--- config.mk ---
export PLATFORM = sky130hd
export DESIGN_NAME = feam_ctrl
export DESIGN_NICKNAME = d
export VERILOG_FILES = /design/src/feam_pkg.sv /design/src/feam_sync.sv /design/src/feam_erase_timer.sv /design/src/feam_ctrl.sv
export VERILOG_INCLUDE_DIRS = /design/src
export SDC_FILE = /design/constraint.sdc
export NUM_CORES = 1
export LEC_CHECK = 0
export ABC_CLOCK_PERIOD_IN_PS = 8800
export BUFFER_PORTS_ARGS = -buffer_cell sky130_fd_sc_hd__buf_2
export CAP_MARGIN = 20
export CORE_AREA = 2 2 155 119
export CTS_CLUSTER_SIZE = 25
export DETAILED_ROUTE_END_ITERATION = 16
export DIE_AREA = 0 0 157 121
export MAX_ROUTING_LAYER = met4
export PLACE_DENSITY = 0.69
export SYNTH_ARGS = -nofsm -noshare
export SYNTH_HDL_FRONTEND = slang
export SYNTH_HIERARCHICAL = 1
export SYNTH_SLANG_ARGS = --single-unit
--- constraint.sdc ---
create_clock -name core_clk_i -period 8.8 [get_ports core_clk_i]
set_input_delay 1.32 -clock core_clk_i [delete_from_list [all_inputs] [get_ports core_clk_i]]
set_output_delay 1.32 -clock core_clk_i [all_outputs]
set_load 0.02 [all_outputs]
--- src/feam_consts.svh ---
`ifndef FEAM_CONSTS_SVH
`define FEAM_CONSTS_SVH
// ----------------------------------------
// Opcodes
// ----------------------------------------
`define FEAM_OP_WRITE_ENABLE_CMD 8'h06
`define FEAM_OP_BLK_ERASE_4B 8'hDC
`define FEAM_OP_CHIP_ERASE_A 8'hC7
`define FEAM_OP_CHIP_ERASE_B 8'h60
`define FEAM_OP_ENTER_4B 8'hB7
`define FEAM_OP_EXIT_4B 8'hE9
`define FEAM_OP_READ_EXT 8'hC8
`define FEAM_OP_WRITE_EXT 8'hC5
`define FEAM_OP_ENTER_QPI 8'h38
`define FEAM_OP_EXIT_QPI 8'hFF
`define FEAM_OP_READ_STATUS 8'h05
// ----------------------------------------
// Status layout, reset value and erased byte
// ----------------------------------------
`define FEAM_SR_WIP_BIT 0
`define FEAM_SR_WEL_BIT 1
`define FEAM_EXT_RESET 8'h00
`define FEAM_ERASED_BYTE 8'hFF
// ----------------------------------------
// Timing: erase times in microseconds
// ----------------------------------------
`define FEAM_CLK_MHZ 50
`define FEAM_T_BE_US 300000
`define FEAM_T_CE_US 120000000
`define FEAM_BE_CYCLES (64'd`FEAM_T_BE_US * 64'd`FEAM_CLK_MHZ)
`define FEAM_CE_CYCLES (64'd`FEAM_T_CE_US * 64'd`FEAM_CLK_MHZ)
`endif

--- src/feam_pkg.sv ---
package feam_pkg;
  // Serial front end states, Gray-coded in listed order
  typedef enum logic [2:0] {
    FEAM_IDLE = 3'b000,
    FEAM_OPC = 3'b001,
    FEAM_ADDR = 3'b011,
    FEAM_DATA = 3'b010,
    FEAM_READ = 3'b110,
    FEAM_SKIP = 3'b111
  } feam_state_t;
  // Erase engine states
  typedef enum logic [1:0] {
    FEAM_E_IDLE = 2'b00,
    FEAM_E_BUSY = 2'b01,
    FEAM_E_DONE = 2'b11
  } feam_erase_t;
endpackage

--- src/feam_sync.sv ---
`timescale 1ns/1ps
module feam_sync #(
  parameter int WIDTH = 1
) (
  input wire logic core_clk_i,
  input wire logic rst_n_i,
  input wire logic [WIDTH-1:0] async_i,
  output logic [WIDTH-1:0] sync_o
);
  logic [WIDTH-1:0] stage1;
  logic [WIDTH-1:0] stage2;
  // Two-stage synchroniser; stage1 is read only by stage2
  always_ff @(posedge core_clk_i) begin
    if (!rst_n_i) begin
      stage1 <= '0;
      stage2 <= '0;
    end else begin
      stage1 <= async_i;
      stage2 <= stage1;
    end
  end
  assign sync_o = stage2;
endmodule

--- src/feam_erase_timer.sv ---
`timescale 1ns/1ps
`include "feam_consts.svh"
module feam_erase_timer #(
  parameter logic [63:0] BE_CYCLES = `FEAM_BE_CYCLES,
  parameter logic [63:0] CE_CYCLES = `FEAM_CE_CYCLES
) (
  input wire logic core_clk_i,
  input wire logic rst_n_i,
  input wire logic start_block_i,
  input wire logic start_chip_i,
  output logic busy_o,
  output logic done_o
);
  feam_pkg::feam_erase_t state;
  feam_pkg::feam_erase_t next_state;
  logic [63:0] count;
  logic [63:0] next_count;
  // Self-timed cycle; starts while busy are dropped so a run is never disturbed
  always_comb begin
    next_state = state;
    next_count = count;
    case (state)
      feam_pkg::FEAM_E_IDLE: begin
        if (start_block_i) begin
          next_count = BE_CYCLES - 64'd1;
          next_state = feam_pkg::FEAM_E_BUSY;
        end else if (start_chip_i) begin
          next_count = CE_CYCLES - 64'd1;
          next_state = feam_pkg::FEAM_E_BUSY;
        end
      end
      feam_pkg::FEAM_E_BUSY: begin
        if (count == 64'd0) begin
          next_state = feam_pkg::FEAM_E_DONE;
        end else begin
          next_count = count - 64'd1;
        end
      end
      feam_pkg::FEAM_E_DONE: next_state = feam_pkg::FEAM_E_IDLE;
      default: next_state = feam_pkg::FEAM_E_IDLE;
    endcase
  end
  always_ff @(posedge core_clk_i) begin
    if (!rst_n_i) begin
      state <= feam_pkg::FEAM_E_IDLE;
      count <= 64'd0;
    end else begin
      state <= next_state;
      count <= next_count;
    end
  end
  assign busy_o = (state != feam_pkg::FEAM_E_IDLE);
  assign done_o = (state == feam_pkg::FEAM_E_DONE);
endmodule

--- src/feam_ctrl.sv ---
`timescale 1ns/1ps
`include "feam_consts.svh"
// Overview of operation
// - Wide-address block erase opcode erases the addressed 64KB block to all ones.
// - Write enable sets the latch; erases are accepted only while it is set.
// - Any address inside a 64KB block selects that block.
// - Block erase runs only if select rises right after the last address bit.
// - Valid block erase starts a self-timed cycle of the block erase time.
// - Write-in-progress reads one during the cycle and zero after; status readable.
// - Write-enable latch is cleared as the erase cycle finishes, in the same cycle write-in-progress falls.
// - Block erase to a protected block is not carried out.
// - Either chip erase opcode erases the whole array to all ones.
// - Chip erase is opcode only and runs only if select rises after bit eight.
// - Chip erase runs a self-timed cycle holding write-in-progress high.
// - Chip erase is ignored while any block is protected.
// - Commands are also taken in quad mode, four lines per clock.
// - Device starts in 24-bit addressing; enter opcode sets the wide-address flag.
// - In wide mode every instruction works as usual, only address length differs; here block erase takes four address bytes in either mode.
// - Exit opcode clears the wide-address flag and restores 24-bit addressing.
// - In 3-byte mode address bits 31 to 24 come from the extended register; here block erase takes them from its own four address bytes.
// - Extended register read shifts its value out on falling edges, MSB first.
// - In wide mode the extended register plays no part in address formation.
// - Extended register is volatile and cleared at reset.
// - Extended register write takes one data byte, only with the latch set.
module feam_ctrl #(
  parameter logic [63:0] BE_CYCLES = `FEAM_BE_CYCLES,
  parameter logic [63:0] CE_CYCLES = `FEAM_CE_CYCLES
) (
  input wire logic core_clk_i,
  input wire logic rst_n_i,
  input wire logic spi_clk_i,
  input wire logic spi_cs_n_i,
  input wire logic [3:0] dq_i,
  output logic [3:0] dq_o,
  output logic [3:0] dq_oe_o,
  input wire logic protect_complement_i,
  input wire logic protect_top_bottom_i,
  input wire logic [3:0] protect_level_i,
  input wire logic block_protected_i,
  input wire logic any_protected_i,
  output logic [8:0] protect_query_block_o,
  output logic write_in_progress_o,
  output logic write_enable_latch_o,
  output logic wide_address_flag_o,
  output logic quad_peripheral_mode_o,
  output logic [7:0] ext_addr_o,
  output logic erase_block_o,
  output logic [31:0] erase_addr_o,
  output logic erase_chip_o,
  output logic [7:0] erase_fill_o
);
  // ----------------------------------------
  // Pin synchronisation and edge detection
  // ----------------------------------------
  logic [5:0] pins_s;
  logic sclk_d;
  logic cs_d;
  feam_sync #(.WIDTH(6)) u_sync (
    .core_clk_i(core_clk_i),
    .rst_n_i(rst_n_i),
    .async_i({spi_clk_i, ~spi_cs_n_i, dq_i}),
    .sync_o(pins_s)
  );
  logic sclk_s;
  logic cs_s;
  logic [3:0] dq_s;
  assign sclk_s = pins_s[5];
  // Select travels inverted so the cleared stages read as deselected, no false edge
  assign cs_s = ~pins_s[4];
  assign dq_s = pins_s[3:0];
  logic sclk_rise;
  logic sclk_fall;
  logic cs_rise;
  logic cs_fall;
  assign sclk_rise = sclk_s & ~sclk_d;
  assign sclk_fall = ~sclk_s & sclk_d;
  assign cs_rise = cs_s & ~cs_d;
  assign cs_fall = ~cs_s & cs_d;
  // ----------------------------------------
  // Front end state
  // ----------------------------------------
  feam_pkg::feam_state_t state;
  feam_pkg::feam_state_t next_state;
  logic [7:0] opcode;
  logic [7:0] next_opcode;
  logic [31:0] shreg;
  logic [31:0] next_shreg;
  logic [5:0] bits;
  logic [5:0] next_bits;
  logic [7:0] tx;
  logic [7:0] next_tx;
  logic [3:0] dq_out;
  logic [3:0] next_dq_out;
  logic drive;
  logic next_drive;
  logic write_enable_latch;
  logic next_wel;
  logic wide;
  logic next_wide;
  logic qpi;
  logic next_qpi;
  logic [7:0] ext;
  logic [7:0] next_ext;
  logic start_block;
  logic start_chip;
  logic [31:0] erase_addr;
  logic [31:0] next_erase_addr;
  logic busy;
  logic done;
  logic [5:0] step;
  logic [5:0] addr_bits;
  logic [7:0] rx_byte;
  logic [31:0] full_addr;
  logic [31:0] shifted;
  assign step = qpi ? 6'd4 : 6'd1;
  assign addr_bits = wide ? 6'd32 : 6'd24;
  assign shifted = qpi ? {shreg[27:0], dq_s} : {shreg[30:0], dq_s[0]};
  assign rx_byte = shifted[7:0];
  // Extended byte fills the top only for 3-byte forms; the wide erase carries its own
  logic own_top;
  assign own_top = wide || (state == feam_pkg::FEAM_ADDR);
  assign full_addr = own_top ? shreg : {ext, shreg[23:0]};
  // Block number is address bits 24:16; low bits are don't-care
  assign protect_query_block_o = full_addr[24:16];
  // Decode the command on bits, then act on the select edge
  always_comb begin
    next_state = state;
    next_opcode = opcode;
    next_shreg = shreg;
    next_bits = bits;
    next_tx = tx;
    next_dq_out = dq_out;
    next_drive = drive;
    next_wel = write_enable_latch;
    next_wide = wide;
    next_qpi = qpi;
    next_ext = ext;
    next_erase_addr = erase_addr;
    start_block = 1'b0;
    start_chip = 1'b0;
    if (done) begin
      next_wel = 1'b0;
    end
    if (cs_s) begin
      next_drive = 1'b0;
      if (cs_rise) begin
        case (state)
          feam_pkg::FEAM_OPC: begin
            // Opcode-only commands need exactly eight bits
            if (bits == 6'd8) begin
              case (opcode)
                `FEAM_OP_WRITE_ENABLE_CMD: if (!busy) next_wel = 1'b1;
                `FEAM_OP_ENTER_4B: if (!busy) next_wide = 1'b1;
                `FEAM_OP_EXIT_4B: if (!busy) next_wide = 1'b0;
                `FEAM_OP_ENTER_QPI: if (!busy) next_qpi = 1'b1;
                `FEAM_OP_EXIT_QPI: if (!busy && qpi) next_qpi = 1'b0;
                `FEAM_OP_CHIP_ERASE_A, `FEAM_OP_CHIP_ERASE_B: begin
                  if (write_enable_latch && !busy && !any_protected_i) begin
                    start_chip = 1'b1;
                  end
                end
                default: ;
              endcase
            end
          end
          feam_pkg::FEAM_ADDR: begin
            // Block erase always carries four bytes; abort on any other count
            if (bits == 6'd32 && write_enable_latch && !busy && !block_protected_i) begin
              start_block = 1'b1;
              next_erase_addr = {shreg[31:16], 16'h0000};
            end
          end
          feam_pkg::FEAM_DATA: begin
            if (bits == 6'd8 && write_enable_latch && !busy) begin
              next_ext = shreg[7:0];
              next_wel = 1'b0;
            end
          end
          default: ;
        endcase
      end
      next_state = feam_pkg::FEAM_IDLE;
    end else if (cs_fall || state == feam_pkg::FEAM_IDLE) begin
      next_state = feam_pkg::FEAM_OPC;
      next_bits = 6'd0;
      next_shreg = 32'h0000_0000;
    end else if (sclk_rise) begin
      case (state)
        feam_pkg::FEAM_OPC: begin
          next_bits = bits + step;
          next_shreg = shifted;
          if (bits + step == 6'd8) begin
            next_opcode = rx_byte;
            next_bits = 6'd8;
            if (rx_byte == `FEAM_OP_BLK_ERASE_4B) begin
              next_state = feam_pkg::FEAM_ADDR;
              next_bits = 6'd0;
            end else if (rx_byte == `FEAM_OP_WRITE_EXT) begin
              next_state = feam_pkg::FEAM_DATA;
              next_bits = 6'd0;
            end else if (rx_byte == `FEAM_OP_READ_EXT) begin
              next_state = feam_pkg::FEAM_READ;
              next_tx = ext;
            end else if (rx_byte == `FEAM_OP_READ_STATUS) begin
              next_state = feam_pkg::FEAM_READ;
              next_tx = {6'b000000, write_enable_latch, busy};
            end
          end else if (bits + step > 6'd8) begin
            next_state = feam_pkg::FEAM_SKIP;
          end
        end
        feam_pkg::FEAM_ADDR, feam_pkg::FEAM_DATA: begin
          next_shreg = shifted;
          next_bits = (bits == 6'd63) ? bits : bits + step;
        end
        default: ;
      endcase
    end else if (sclk_fall && state == feam_pkg::FEAM_READ) begin
      // MSB first on falling edges, register repeats
      next_drive = 1'b1;
      if (qpi) begin
        next_dq_out = tx[7:4];
        next_tx = {tx[3:0], tx[7:4]};
      end else begin
        next_dq_out = {2'b00, tx[7], 1'b0};
        next_tx = {tx[6:0], tx[7]};
      end
    end
  end
  always_ff @(posedge core_clk_i) begin
    if (!rst_n_i) begin
      state <= feam_pkg::FEAM_IDLE;
      opcode <= 8'h00;
      shreg <= 32'h0000_0000;
      bits <= 6'd0;
      tx <= 8'h00;
      dq_out <= 4'h0;
      drive <= 1'b0;
      write_enable_latch <= 1'b0;
      wide <= 1'b0;
      qpi <= 1'b0;
      ext <= `FEAM_EXT_RESET;
      erase_addr <= 32'h0000_0000;
      sclk_d <= 1'b0;
      cs_d <= 1'b1;
    end else begin
      state <= next_state;
      opcode <= next_opcode;
      shreg <= next_shreg;
      bits <= next_bits;
      tx <= next_tx;
      dq_out <= next_dq_out;
      drive <= next_drive;
      write_enable_latch <= next_wel;
      wide <= next_wide;
      qpi <= next_qpi;
      ext <= next_ext;
      erase_addr <= next_erase_addr;
      sclk_d <= sclk_s;
      cs_d <= cs_s;
    end
  end
  // ----------------------------------------
  // Erase timing
  // ----------------------------------------
  feam_erase_timer #(.BE_CYCLES(BE_CYCLES), .CE_CYCLES(CE_CYCLES)) u_timer (
    .core_clk_i(core_clk_i),
    .rst_n_i(rst_n_i),
    .start_block_i(start_block),
    .start_chip_i(start_chip),
    .busy_o(busy),
    .done_o(done)
  );
  // Array side pulses; fill pattern is constant all ones
  logic erase_block_q;
  logic erase_chip_q;
  always_ff @(posedge core_clk_i) begin
    if (!rst_n_i) begin
      erase_block_q <= 1'b0;
      erase_chip_q <= 1'b0;
    end else begin
      erase_block_q <= start_block;
      erase_chip_q <= start_chip;
    end
  end
  // Protect bits are decoded outside; kept visible for the table logic
  logic unused_protect;
  assign unused_protect = protect_complement_i ^ protect_top_bottom_i ^ (^protect_level_i);
  assign erase_block_o = erase_block_q;
  assign erase_chip_o = erase_chip_q;
  assign erase_addr_o = erase_addr;
  assign erase_fill_o = `FEAM_ERASED_BYTE;
  assign write_in_progress_o = busy;
  assign write_enable_latch_o = write_enable_latch;
  assign wide_address_flag_o = wide;
  assign quad_peripheral_mode_o = qpi;
  assign ext_addr_o = ext;
  assign dq_o = dq_out;
  assign dq_oe_o = drive ? (qpi ? 4'hF : 4'h2) : 4'h0;
endmodule

* After elaboration in Yosys (flattened, before gate mapping)
Index checks and enable logic that the tools add are counted.
** Operators by class
- Reductions and logical operators :: 47
- Order comparisons :: 1
- Eq/ne operators :: 36
- Bitwise gates (word level) :: 12
- Add/subtract/negate cells :: 2
- Mux-type cells :: 65
** Operators with widths (number)
- two-way mux 64 bit :: 3
- two-way mux 32 bit :: 4
- case mux 64 bit (2 select lines) :: 1
- two-way mux 8 bit :: 9
- logical NOT 64 bit :: 1
- subtractor 64 x 1 -> 64 bit (second input constant) :: 1
- equality test 8 bit (second input constant) :: 7
- two-way mux 25 bit :: 1
- two-way mux 6 bit :: 4
- AND reduction 4 bit :: 6
- two-way mux 1 bit :: 23
- two-way mux 3 bit :: 7
- two-way mux 4 bit :: 5
- nonzero test 2 bit :: 9
- equality test 8 x 3 -> 1 bit (second input constant) :: 2
- inequality test 2 bit (second input constant) :: 7
- AND reduction 7 bit :: 2
- equality test 6 x 4 -> 1 bit (second input constant) :: 2
- equality test 6 bit (second input constant) :: 2
- case mux 6 bit (2 select lines) :: 1
- logical AND 1 bit :: 9
- AND reduction 3 bit :: 3
- equality test 8 x 6 -> 1 bit (second input constant) :: 1
- equality test 8 x 7 -> 1 bit (second input constant) :: 1
- 27 further kinds :: 52
** Storage, ports and cells
- Register bits :: 171
- Bits of input ports :: 16

* Depth between registers and ports, before layout
Gate-level depths: netlist of the first run.
- Depth in word-level cells :: 13
- Mapped depth :: 15

* Cells and area by module
Netlist of the first run, hierarchy kept.
** Modules (own cells, without submodules)
- feam_ctrl :: sequential area each 1861.8 um2, area each 4757.1 um2, cells an instance 569, instances 1
- feam_erase_timer :: sequential area each 1321.3 um2, area each 3564.7 um2, cells an instance 448, instances 1
- feam_sync :: sequential area each 240.2 um2, area each 336.6 um2, cells an instance 25, instances 1

* Worst setup path before layout of the first run
OpenSTA, ideal clock, no wires.
- Kind :: flip-flop to flip-flop
- Start point :: register bits[2]
- End point :: register u_timer.count[35]
- Cell stages (with the launch flop) :: 15
- Setup time :: 72 ps
- Required time :: 8728 ps
- Data arrival time :: 3933 ps
- Path slack :: 4796 ps
- Cell sequence :: dfxtp_1 -> or4_1 -> or4_1 -> or4_1 -> or4_1 -> buf_6 -> buf_6 -> inv_1 -> nor2_1 -> nor2_1 -> nor4_1 -> a211o_1 -> buf_2 -> nor4_1 -> mux2i_1
** Between the ends
- Longest elaborated chain between the ends :: 10
- Elaborated cells between the ends (all ways) :: 17
- Classes of those cells :: eq/ne (3); mux (10); reduce/logical (4)
** RTL lines
- from (decl) :: RTL line feam_ctrl.sv:88 : logic [5:0] bits;
- from (signal assigned) :: RTL line feam_ctrl.sv:250 : bits <= next_bits;
- equality test 6 bit * :: RTL line feam_ctrl.sv:168 : if (bits == 6'd32 && write_enable_latch && !busy && !block_protected_i) begin
- logical AND 1 bit * (3 in a row) :: RTL line feam_ctrl.sv:168
- two-way mux 1 bit * :: RTL line feam_ctrl.sv:168
- two-way mux 1 bit * :: RTL line feam_ctrl.sv:147 : case (state)
- two-way mux 1 bit * :: RTL line feam_ctrl.sv:146 : if (cs_rise) begin
- two-way mux 1 bit * :: RTL line feam_ctrl.sv:144 : if (cs_s) begin
- net start_block :: RTL line feam_ctrl.sv:104 : logic start_block;
- inequality test 3 bit (no source line) or two-way mux 64 bit (tied branches)
- AND reduction 3 bit (no source line) or case mux 64 bit (2 select lines) (tied branches)
- to (signal assigned) :: RTL line feam_erase_timer.sv:49 : count <= next_count;
- to (decl) :: RTL line feam_erase_timer.sv:16 : logic [63:0] count;
Mark *: on every way through the listed nets, which the timed path passes. The rest lies on a longest branch.
A chain may end at the register's enable or synchronous reset.

* Final worst setup path of the first run
- Start point :: register bits[2]
- End point :: register u_timer.count[37]
Same word-level chain as after synthesis.

==> results of run 1 <==
[flip-flops by register name, indices dropped and copies added (netlist names), 2 cells and up]
name / cells
opcode: 8
state: 3
u_sync/stage1: 6
shreg: 32
tx: 8
ext_addr_o: 8
u_sync/sync_o: 6
bits: 6
u_timer/count: 64
erase_addr_o: 16
dq_o: 4
u_timer/state: 2
[per-layer routing]
metal	wire, um	global-route usage	up-vias
met1	10700	0.339	3596
met4	227	0.0671	0
met5	0	-	-
met3	1360	0.0414	18
li1	-	-	3756
met2	8620	0.332	242
[power by group]
| part | internal (mW) | total, mW | switching (mW) |
|---|---|---|---|
| clock network | 0.380 | 0.734 | 0.354 |
| logic | 0.00792 | 0.0414 | 0.0335 |
| registers | 0.776 | 0.779 | 0.00234 |
[synthesized netlist by cell type (3+ instances only)]
cell      instances
mux2_2            9
o21ai_0          39
clkbuf_1         50
and2_2            8
nand2b_1          6
o21a_1            7
xnor2_1           4
buf_2             7
a31oi_1           8
nor2_1          113
dfxtp_1         171
inv_1            13
a211oi_1          5
o31ai_1          11
buf_6             3
and2_1           13
nor4_1           20
a32oi_1           3
o41ai_1           3
nand2_1          69
nor4b_1           4
or3_1            34
a311oi_1          3
nor3_1           57
buf_1             3
a21o_1            9
or4_1            24
mux2i_1          78
or2_2             6
nor3b_1           3
xor2_1            5
o22ai_1           6
and3_1           13
a21oi_1          96
o211ai_1          7
buf_4            36
ha_1              4
nand3_1          27
nor2b_1           4
nand4_1          18
[per-stage QoR]
| step | power, mW | util | setup WS, ns | std cells |
|---|---|---|---|---|
| floorplan | 0.836 | - | 4.80 | 1064 |
| global placement | 0.837 | 0.509 | 3.06 | 1272 |
| detailed placement | 0.837 | 0.509 | 3.03 | 1272 |
| CTS | 1.57 | 0.542 | 2.97 | 1304 |
| global route | 1.60 | 0.542 | 2.58 | 1304 |
| finish | 1.55 | 0.542 | 2.93 | 1304 |
[path summary, 6_finish.rpt]
kind                                        from           endpoint  slack [ns]  cells past startpoint
worst max register to register           bits[2]  u_timer/count[37]        2.93                     11
worst max-delay path                     bits[2]  u_timer/count[37]        2.93                     11
worst min-delay path            u_sync/stage1[4]   u_sync/sync_o[4]        0.45                      1
worst min register to register  u_sync/stage1[4]   u_sync/sync_o[4]        0.45                      1
[final cells by class]
cell class | count | area [um^2]
fillers | 1597 | 7970
multi-input cells | 780 | 4730
flip-flops and latches | 171 | 3420
clock buffers | 18 | 439
repair buffers | 65 | 348
clock inverters | 14 | 128
inverters | 14 | 52.6
well taps | 242 | 303
[cell families (layout without fill, tap and decap cells)]
kind of cell    after synthesis  count (layout)  share of synthesized area
buf+inv                     113             111                     0.0682
other cells                   2              24                   0.000867
flops                       171             171                      0.395
compound gates              218             218                      0.152
mux                          87              87                      0.102
fa+ha+maj                     4               4                    0.00578
xor+xnor                      9               9                    0.00910
simple gates                438             438                      0.266
[worst max-delay path, cell delays in order (launching register included)]
cell	delay, ns
dfxtp_1	0.35
or4_1	0.53
or4_1	0.44
or4_1	0.44
or4_1	0.97
inv_1	0.33
nor2_1	0.09
nor2_1	0.85
nor4_1	0.28
a211o_1	0.75
or4_1	0.61
a21oi_1	0.15
==> flow_metrics.tcl, run 1 <==
set metrics [dict create \
    crit_path_start_kind "flop" \
    hp-class "flop to flop" \
    synth_cells 1042 \
    hpwl_mm 13.6 \
    period_share 0.667 \
    core_area_um2 17400 \
    cts_setup_buffers 0 \
    drt_iter0_markers 572 \
    synth_top_flop_cell "dfxtp_1" \
    worstSetupPathType "flop to flop" \
    worstPathRequired_ns 9.17 \
    ys_warn_count 6 \
    synth_edf_count 0 \
    placedInstanceArea_um2 8850 \
    cts_hold_buf 0 \
    power.density_nw_per_um2 165 \
    synth_cell_types 70 \
    grt_pass1_vias 6743 \
    syn_avg_cell_area_um2 8.31 \
    track_usage 0.233 \
    final_cell_area_um2 9420 \
    rsz0062_at_grt "no" \
    yosysSeqAreaShare 0.395 \
    cp.arrival_ns 6.24 \
    finalMaxSlewViolations 0 \
    ys_seq_elements 171 \
    drv_cap 0 \
    grt_max_degree 80 \
    hold_slack_ns 0.450 \
    clock_latency_ns 0.45 \
    hold_viol_final 0 \
    status "complete, no violations" \
    synth_area_leaders "dfxtp_1 (40%), mux2i_1 (9.0%), a21oi_1 (5.5%)" \
    cts_tree "yes" \
    rows 42 \
    clock_skew_ns 0.0130 \
    clk_path_buf_depth 2 \
    die_w_um 157 \
    drive_above_1_share 0.126 \
    die_h_um 121 \
    antenna_found_initial 0 \
    numCtsBuffers 17 \
    final_common_cell "dfxtp_1" \
    grt_remaining_overflow 0 \
    clk_pin_slew_ns 0.07 \
    cts.sinks 171 \
    htree_levels 4 \
    clock_tree.root_cell "clkbuf_16" \
    mostFrequentLayoutCells "dfxtp_1 (170), nor2_1 (113), a21oi_1 (96), mux2i_1 (78), nand2_1 (69)" \
    die_area_um2 19000 \
    async_reset_ff_frac 0 \
    period_needed_ns 5.87 \
    yosys.area.top_type "dfxtp_1" \
    drtPass1Iterations 5 \
    tightest_slew_ns 1.10 \
    wl_mm 20.9 \
    portBuffers 56 \
    diodes 0 \
    syn_to_final_growth_pct 8.82 \
    grt_pass1_wl_mm 34.5 \
    setup_viol_count_final 0 \
    synth.top_cell.area_share 0.395 \
    avgViaCountPerCell 5.84 \
    critPathCaptureType "flop" \
    initial_core_util 0.498 \
    io_pins 87 \
    post_cts_resized 0 \
    num_vias 7612 \
    syn_area_um2 8660 \
    fmax_mhz 170 \
    num-nets-final 1069 \
    drcViolationCount 0 \
    wl_per_cell_um 16.0 \
    fin_tns_setup_ns 0 \
    crit_fanout 35 \
    drtAntennaViolNets 0 \
    leakagePower_nw 3.89 \
    max_slew_margin 0.265 \
    vdd_ir_drop_max_mv 0.113 \
    routabilityCongestion 0.871 \
]
(Power assumes the default switching activity.)
==> run 2, diff against run 1 <==
ABC_AREA = 1   (was not set)
ABC_CLOCK_PERIOD_IN_PS = 5000   (was 8800)
CORE_AREA = 2 2 166 127   (was 2 2 155 119)
DIE_AREA = 0 0 168 129   (was 0 0 157 121)
PLACE_DENSITY = 0.71   (was 0.69)
clock period = 5 ns   (was 8.8 ns; I/O delays follow)
==> flow_metrics.tcl, run 2 <==
set metrics [dict create \
    crit_path_start_kind "flop" \
    syn_avg_cell_area_um2 6.16 \
    cp_num_buf_inv 4 \
    cts_setup_buffers 0 \
    regToRegEndpoint "u_timer/count[32]" \
    mostFrequentLayoutCells "nor2_1 (409), nand2_1 (407), dfxtp_1 (170), inv_1 (129), a21oi_1 (94)" \
    final_cells 1891 \
    max_slew_margin 0.343 \
    synth_cell_types 41 \
    die_area_um2 21700 \
    cts_hold_buf 0 \
    clock_latency_ns 0.45 \
    place_ws_ns 1.31 \
    syn_area_um2 9910 \
    synth_cells 1608 \
    tightest_slew_ns 0.982 \
    drcViolationCount 0 \
    synth_common_cells "nor2_1 (410), nand2_1 (407), dfxtp_1 (171), inv_1 (129), a21oi_1 (94)" \
    ys_warn_count 6 \
    fmax_mhz 269 \
    crit_family "simple AND/OR/NAND/NOR gates" \
    place_inst 1859 \
    drtAntennaViolNets 0 \
    min_to "u_sync/sync_o[1]" \
    hold_viol_final 0 \
    placedInstanceArea_um2 10100 \
    vdd_ir_drop_max_mv 0.168 \
    top_register "u_timer/count" \
    reg2reg_slack_ns 1.28 \
    power.density_nw_per_um2 272 \
    clk_path_buf_depth 2 \
    num_vias 9767 \
    portBuffers 56 \
    grt_remaining_overflow 0 \
    crit_path_cell_trace "or2_2, inv_1, nand3_1, nor4_1, nand2_1, clkinv_1, buf_4, nor2_1, nor2_4, inv_1, nand2_4, nand2_1, a21oi_1, nor2_1" \
    worstSetupPathType "flop to flop" \
    min_path_cells 2 \
    period_share 0.744 \
    clock_skew_ns 0.0141 \
    ys_seq_elements 171 \
    numCtsBuffers 17 \
    wl_per_cell_um 14.2 \
    die_h_um 129 \
    crit_fanout 58 \
    utilization 0.534 \
    clk_pin_slew_ns 0.07 \
    num-nets-final 1640 \
    initial_core_util 0.496 \
    r2r_cells 14 \
    drive_above_1_share 0.103 \
    drtPass1Iterations 6 \
    wl_mm 26.8 \
    diodes 0 \
    setup_ws_ns 1.28 \
    r2r_start "u_timer/state[1]" \
    clock_tree.root_cell "clkbuf_16" \
    synth_edf_count 0 \
    grt_use_met2 0.365 \
    synth_area_leaders "dfxtp_1 (35%), nor2_1 (16%), nand2_1 (15%)" \
    worstPathRequired_ns 5.32 \
    antenna_found_initial 0 \
    hold_slack_ns 0.417 \
    hp-start "u_sync/stage1[1]" \
    crit_path_max_incr_delay_ns 0.52 \
    leakagePower_nw 5.14 \
    syn_to_final_growth_pct 7.80 \
    met1_usage 0.385 \
    rsz0062_at_grt "no" \
    largest_reg_flops 64 \
    die_w_um 168 \
    post_cts_resized 0 \
    hp-class "flop to flop" \
    synth_top_flop_cell "dfxtp_1" \
    status "complete, no violations" \
    critPathCaptureType "flop" \
    hpwl_mm 18.9 \
    grt_max_degree 59 \
    htree_levels 4 \
    total_power_mw 2.90 \
    cp.depth 14 \
    rows 45 \
    grt_pass1_wl_mm 43.6 \
    core_area_um2 20000 \
    grt_pass1_vias 8569 \
    final_common_cell "nor2_1" \
    avgViaCountPerCell 5.16 \
    yosys.area.top_type "dfxtp_1" \
    fin_tns_setup_ns 0 \
    track_usage 0.260 \
    finalMaxSlewViolations 0 \
    setup_viol_count_final 0 \
    yosysMostFrequentCell "nor2_1" \
    cts.sinks 171 \
    cts_tree "yes" \
    drt_iter0_markers 1004 \
    grt_util_met3 0.0452 \
    period_needed_ns 3.72 \
    critPathSlowestCell "nand2_4" \
    cp.arrival_ns 4.04 \
    final_cell_area_um2 10700 \
    drv_cap 0 \
    io_pins 87 \
    yosysSeqAreaShare 0.346 \
    grt_busiest_layer "met1" \
    async_reset_ff_frac 0 \
    routabilityCongestion 0.958 \
    synth.top_cell.area_share 0.346 \
]
-- run 2: cell types whose count changed in the layout (fill, tap and decap cells not counted), moves of 16 or more --
| cell | delta |
|---|---|
| inv_1 | +116 |
| nand3_1 | +44 |
| mux2i_1 | -78 |
| o21ai_0 | +48 |
| nor4_1 | -18 |
| or3_1 | -34 |
| nor2_1 | +296 |
| or4_1 | -24 |
| nor3_1 | -44 |
| nor2_2 | +16 |
| nand2_2 | +18 |
| nand2_1 | +338 |
-- run 2: cells by family after synthesis --
family	after synthesis	share of synthesized area
muxes	1	0.00114
AOI/OAI and AO/OA	212	0.115
xor gates and xnor gates	19	0.0168
DFF	171	0.346
adders and majority gates	4	0.00505
and+or+nand+nor	971	0.406
other	2	0.000758
buffers and inverters	228	0.110
-- run 2: metal layers --
| layer | part of all wire | up-vias |
|---|---|---|
| met5 | 0 | - |
| met4 | 0.010 | 0 |
| met3 | 0.083 | 27 |
| met2 | 0.40 | 385 |
| met1 | 0.51 | 4365 |
| li1 | - | 4990 |
-- run 2: power by group --
group	leakage [nW]	internal, mW	switching, mW
Sequential	1.39	1.39	0.0246
Combinational	3.46	0.0423	0.111
Clock	0.289	0.673	0.663
-- run 2: layout make-up --
type	instances	area, um^2
Tap cell	258	323
Clock inverter	15	176
Inverter	134	503
Timing Repair Buffer	65	348
Multi-Input combinational cell	1231	5480
Clock buffer	17	425
Sequential cell	171	3420
Fill cell	2069	9310
-- run 2: how the worst max path moves through the flow --
stage                     startpoint           endpoint  slack (ns)
CTS                 u_timer/state[1]  u_timer/count[24]        1.29
global placement    u_timer/state[1]  u_timer/count[24]        1.39
floorplan           u_timer/state[1]  u_timer/count[35]        2.40
detailed placement  u_timer/state[1]  u_timer/count[29]        1.31
global route        u_timer/state[1]  u_timer/count[24]        0.93
finish              u_timer/state[1]  u_timer/count[32]        1.28
-- run 2: worst min-delay path, stage by stage (launching register included) --
cell	delay [ns]
dfxtp_1	0.31
nand2_1	0.04
inv_1	0.04
==> run 3, diff against run 2 <==
ABC_AREA = 0   (was 1)
ABC_CLOCK_PERIOD_IN_PS = 3100   (was 5000)
CORE_AREA = 2 2 155 119   (was 2 2 166 127)
DIE_AREA = 0 0 157 121   (was 0 0 168 129)
PLACE_DENSITY = 0.72   (was 0.71)
clock period = 3.1 ns   (was 5 ns; I/O delays follow)
==> flow_metrics.tcl, run 3 (synthesis gave the netlist of run 1 again) <==
set metrics [dict create \
    cp_num_buf_inv 2 \
    rsz0062_at_grt "yes" \
    reg2reg_slack_ns -0.52 \
    io_pins 87 \
    setup_viol_count_final 63 \
    routabilityCongestion 0.921 \
    grt_pass1_vias 7208 \
    regArea_um2 3430 \
    rows 42 \
    r2r_start "bits[2]" \
    grt_max_degree 67 \
    grt_pass1_wl_mm 36.8 \
    place_inst 1340 \
    crit_path_start_kind "flop" \
    status "complete, but fails checks" \
    hpwl_mm 15.5 \
    max_slew_margin 0.474 \
    crit_fanout 35 \
    wl_per_cell_um 16.6 \
    critPathCapture "u_timer/count[37]" \
    fin_tns_setup_ns -21.00 \
    tightest_slew_ns 0.789 \
    critPathCaptureType "flop" \
    cp.depth 12 \
    clock_skew_ns 0.0121 \
    hp-class "input port to flop" \
    wl_mm 22.9 \
    period_share 1.17 \
    clock_latency_ns 0.44 \
    clk_pin_slew_ns 0.07 \
    core_area_um2 17400 \
    regToRegEndpoint "u_timer/count[37]" \
    drive_above_1_share 0.215 \
    fmax_mhz 276 \
    num-nets-final 1144 \
    clock_tree.root_cell "clkbuf_16" \
    die_h_um 121 \
    critPathSlowestCell "or4_4" \
    worstPathRequired_ns 3.46 \
    cts_tree "yes" \
    crit_path_cell_trace "or4_4, or4_4, or4_4, or4_4, clkinv_4, nor2_4, nor2_4, nor2_2, a211o_1, buf_12, or4_1, a21oi_1" \
    top_register "u_timer/count" \
    leakagePower_nw 4.39 \
    power.density_nw_per_um2 437 \
    timing.critical_path.mode_cell "or4_4" \
    numCtsBuffers 17 \
    crit_start "bits[2]" \
    utilization 0.596 \
    track_usage 0.247 \
    setup_ws_ns -0.524 \
    hold_slack_ns 0.237 \
    drcViolationCount 0 \
    die_area_um2 19000 \
    cts.sinks 171 \
    cts_hold_buf 0 \
    crit_family "simple AND/OR/NAND/NOR gates" \
    nFillCells 1512 \
    min_path_cells 2 \
    syn_to_final_growth_pct 19.8 \
    drv_cap 0 \
    die_w_um 157 \
    grt_remaining_overflow 0 \
    antenna_found_initial 1 \
    initial_core_util 0.498 \
    finalMaxSlewViolations 0 \
    portBuffers 56 \
    drtPass1Iterations 5 \
    multi_input_area_um2 4950 \
    worstSetupPathType "flop to flop" \
    drt_iter0_markers 738 \
    mostFrequentLayoutCells "dfxtp_1 (169), nor2_1 (106), a21oi_1 (86), mux2i_1 (78)" \
    avgViaCountPerCell 5.87 \
    drtAntennaViolNets 0 \
    violations "negative setup slack" \
    htree_levels 4 \
    r2r_cells 12 \
    largest_reg_flops 64 \
    vdd_ir_drop_max_mv 0.316 \
    period_needed_ns 3.62 \
    final_common_cell "dfxtp_1" \
    clk_path_buf_depth 2 \
    crit_path_max_incr_delay_ns 0.54 \
    num_vias 8104 \
    final_cells 1380 \
    hold_viol_final 0 \
    cp.arrival_ns 3.99 \
]
-- run 3: cell types whose count changed in the layout (fill, tap and decap cells not counted), moves of 43 or more --
cell / change
o21ai_0: -53
nand2_1: -338
mux2i_1: +78
inv_1: -117
buf_4: +60
nor2_1: -303
nor3_1: +43
nand3_1: -44
-- run 3: per-layer routing --
layer / track usage / part of all wire / vias to the layer above / wire length, um
met5: - / 0 / - / 0
met2: 0.345 / 0.42 / 350 / 9550
met1: 0.363 / 0.48 / 3835 / 10900
met4: 0.0682 / 0.015 / 0 / 350
li1: - / - / 3894 / -
met3: 0.0450 / 0.088 / 25 / 2020
-- run 3: metrics by stage --
stage	worst slack (ns)	total power, mW	area (um^2)
after floorplan	-0.668	2.37	8900
after global placement	-0.614	2.39	9560
after detailed placement	-0.671	2.39	9560
after CTS	-0.488	4.56	10200
after global routing	-0.619	4.68	10400
final	-0.524	4.54	10400
-- run 3: final cells by class --
cell class / count / share of cell area
Timing Repair Buffer: 140 / 0.0999
Sequential cell: 171 / 0.330
Clock buffer: 19 / 0.0427
Antenna cell: 1 / 0.000241
Inverter: 14 / 0.00555
Multi-Input combinational cell: 780 / 0.477
Tap cell: 242 / 0.0292
Clock inverter: 13 / 0.0152
-- run 3: worst min path at each step --
stage | slack (ns) | endpoint | from
after floorplan | 0.41 | u_sync/sync_o[4] | u_sync/stage1[4]
final | 0.24 | u_sync/stage1[1] | dq_i[1]
after global routing | 0.24 | u_sync/stage1[2] | dq_i[2]
after global placement | 0.43 | u_sync/sync_o[0] | u_sync/stage1[0]
after detailed placement | 0.43 | u_sync/sync_o[5] | u_sync/stage1[5]
after CTS | 0.23 | u_sync/stage1[1] | dq_i[1]
-- run 3: timing repair --
item,CTS,global route
endpoints found under the setup margin,64,64
gates resized for setup,13,29
gates cloned,1,0
setup buffers,2,6
pin swaps,6,11
-- run 3: worst register-to-register path, delay by kind of cell, from the launching register on --
kind / cells / cell delay, ns
AOI/OAI and AO/OA: 2 / 0.41
DFF: 1 / 0.32
buffers and inverters: 2 / 0.24
and+or+nand+nor: 8 / 2.60
-- run 3: power breakdown --
part | switching, mW | internal, mW
combinational | 0.105 | 0.0364
sequential | 0.00447 | 2.20
clock | 0.956 | 1.23
total | 1.07 | 3.47
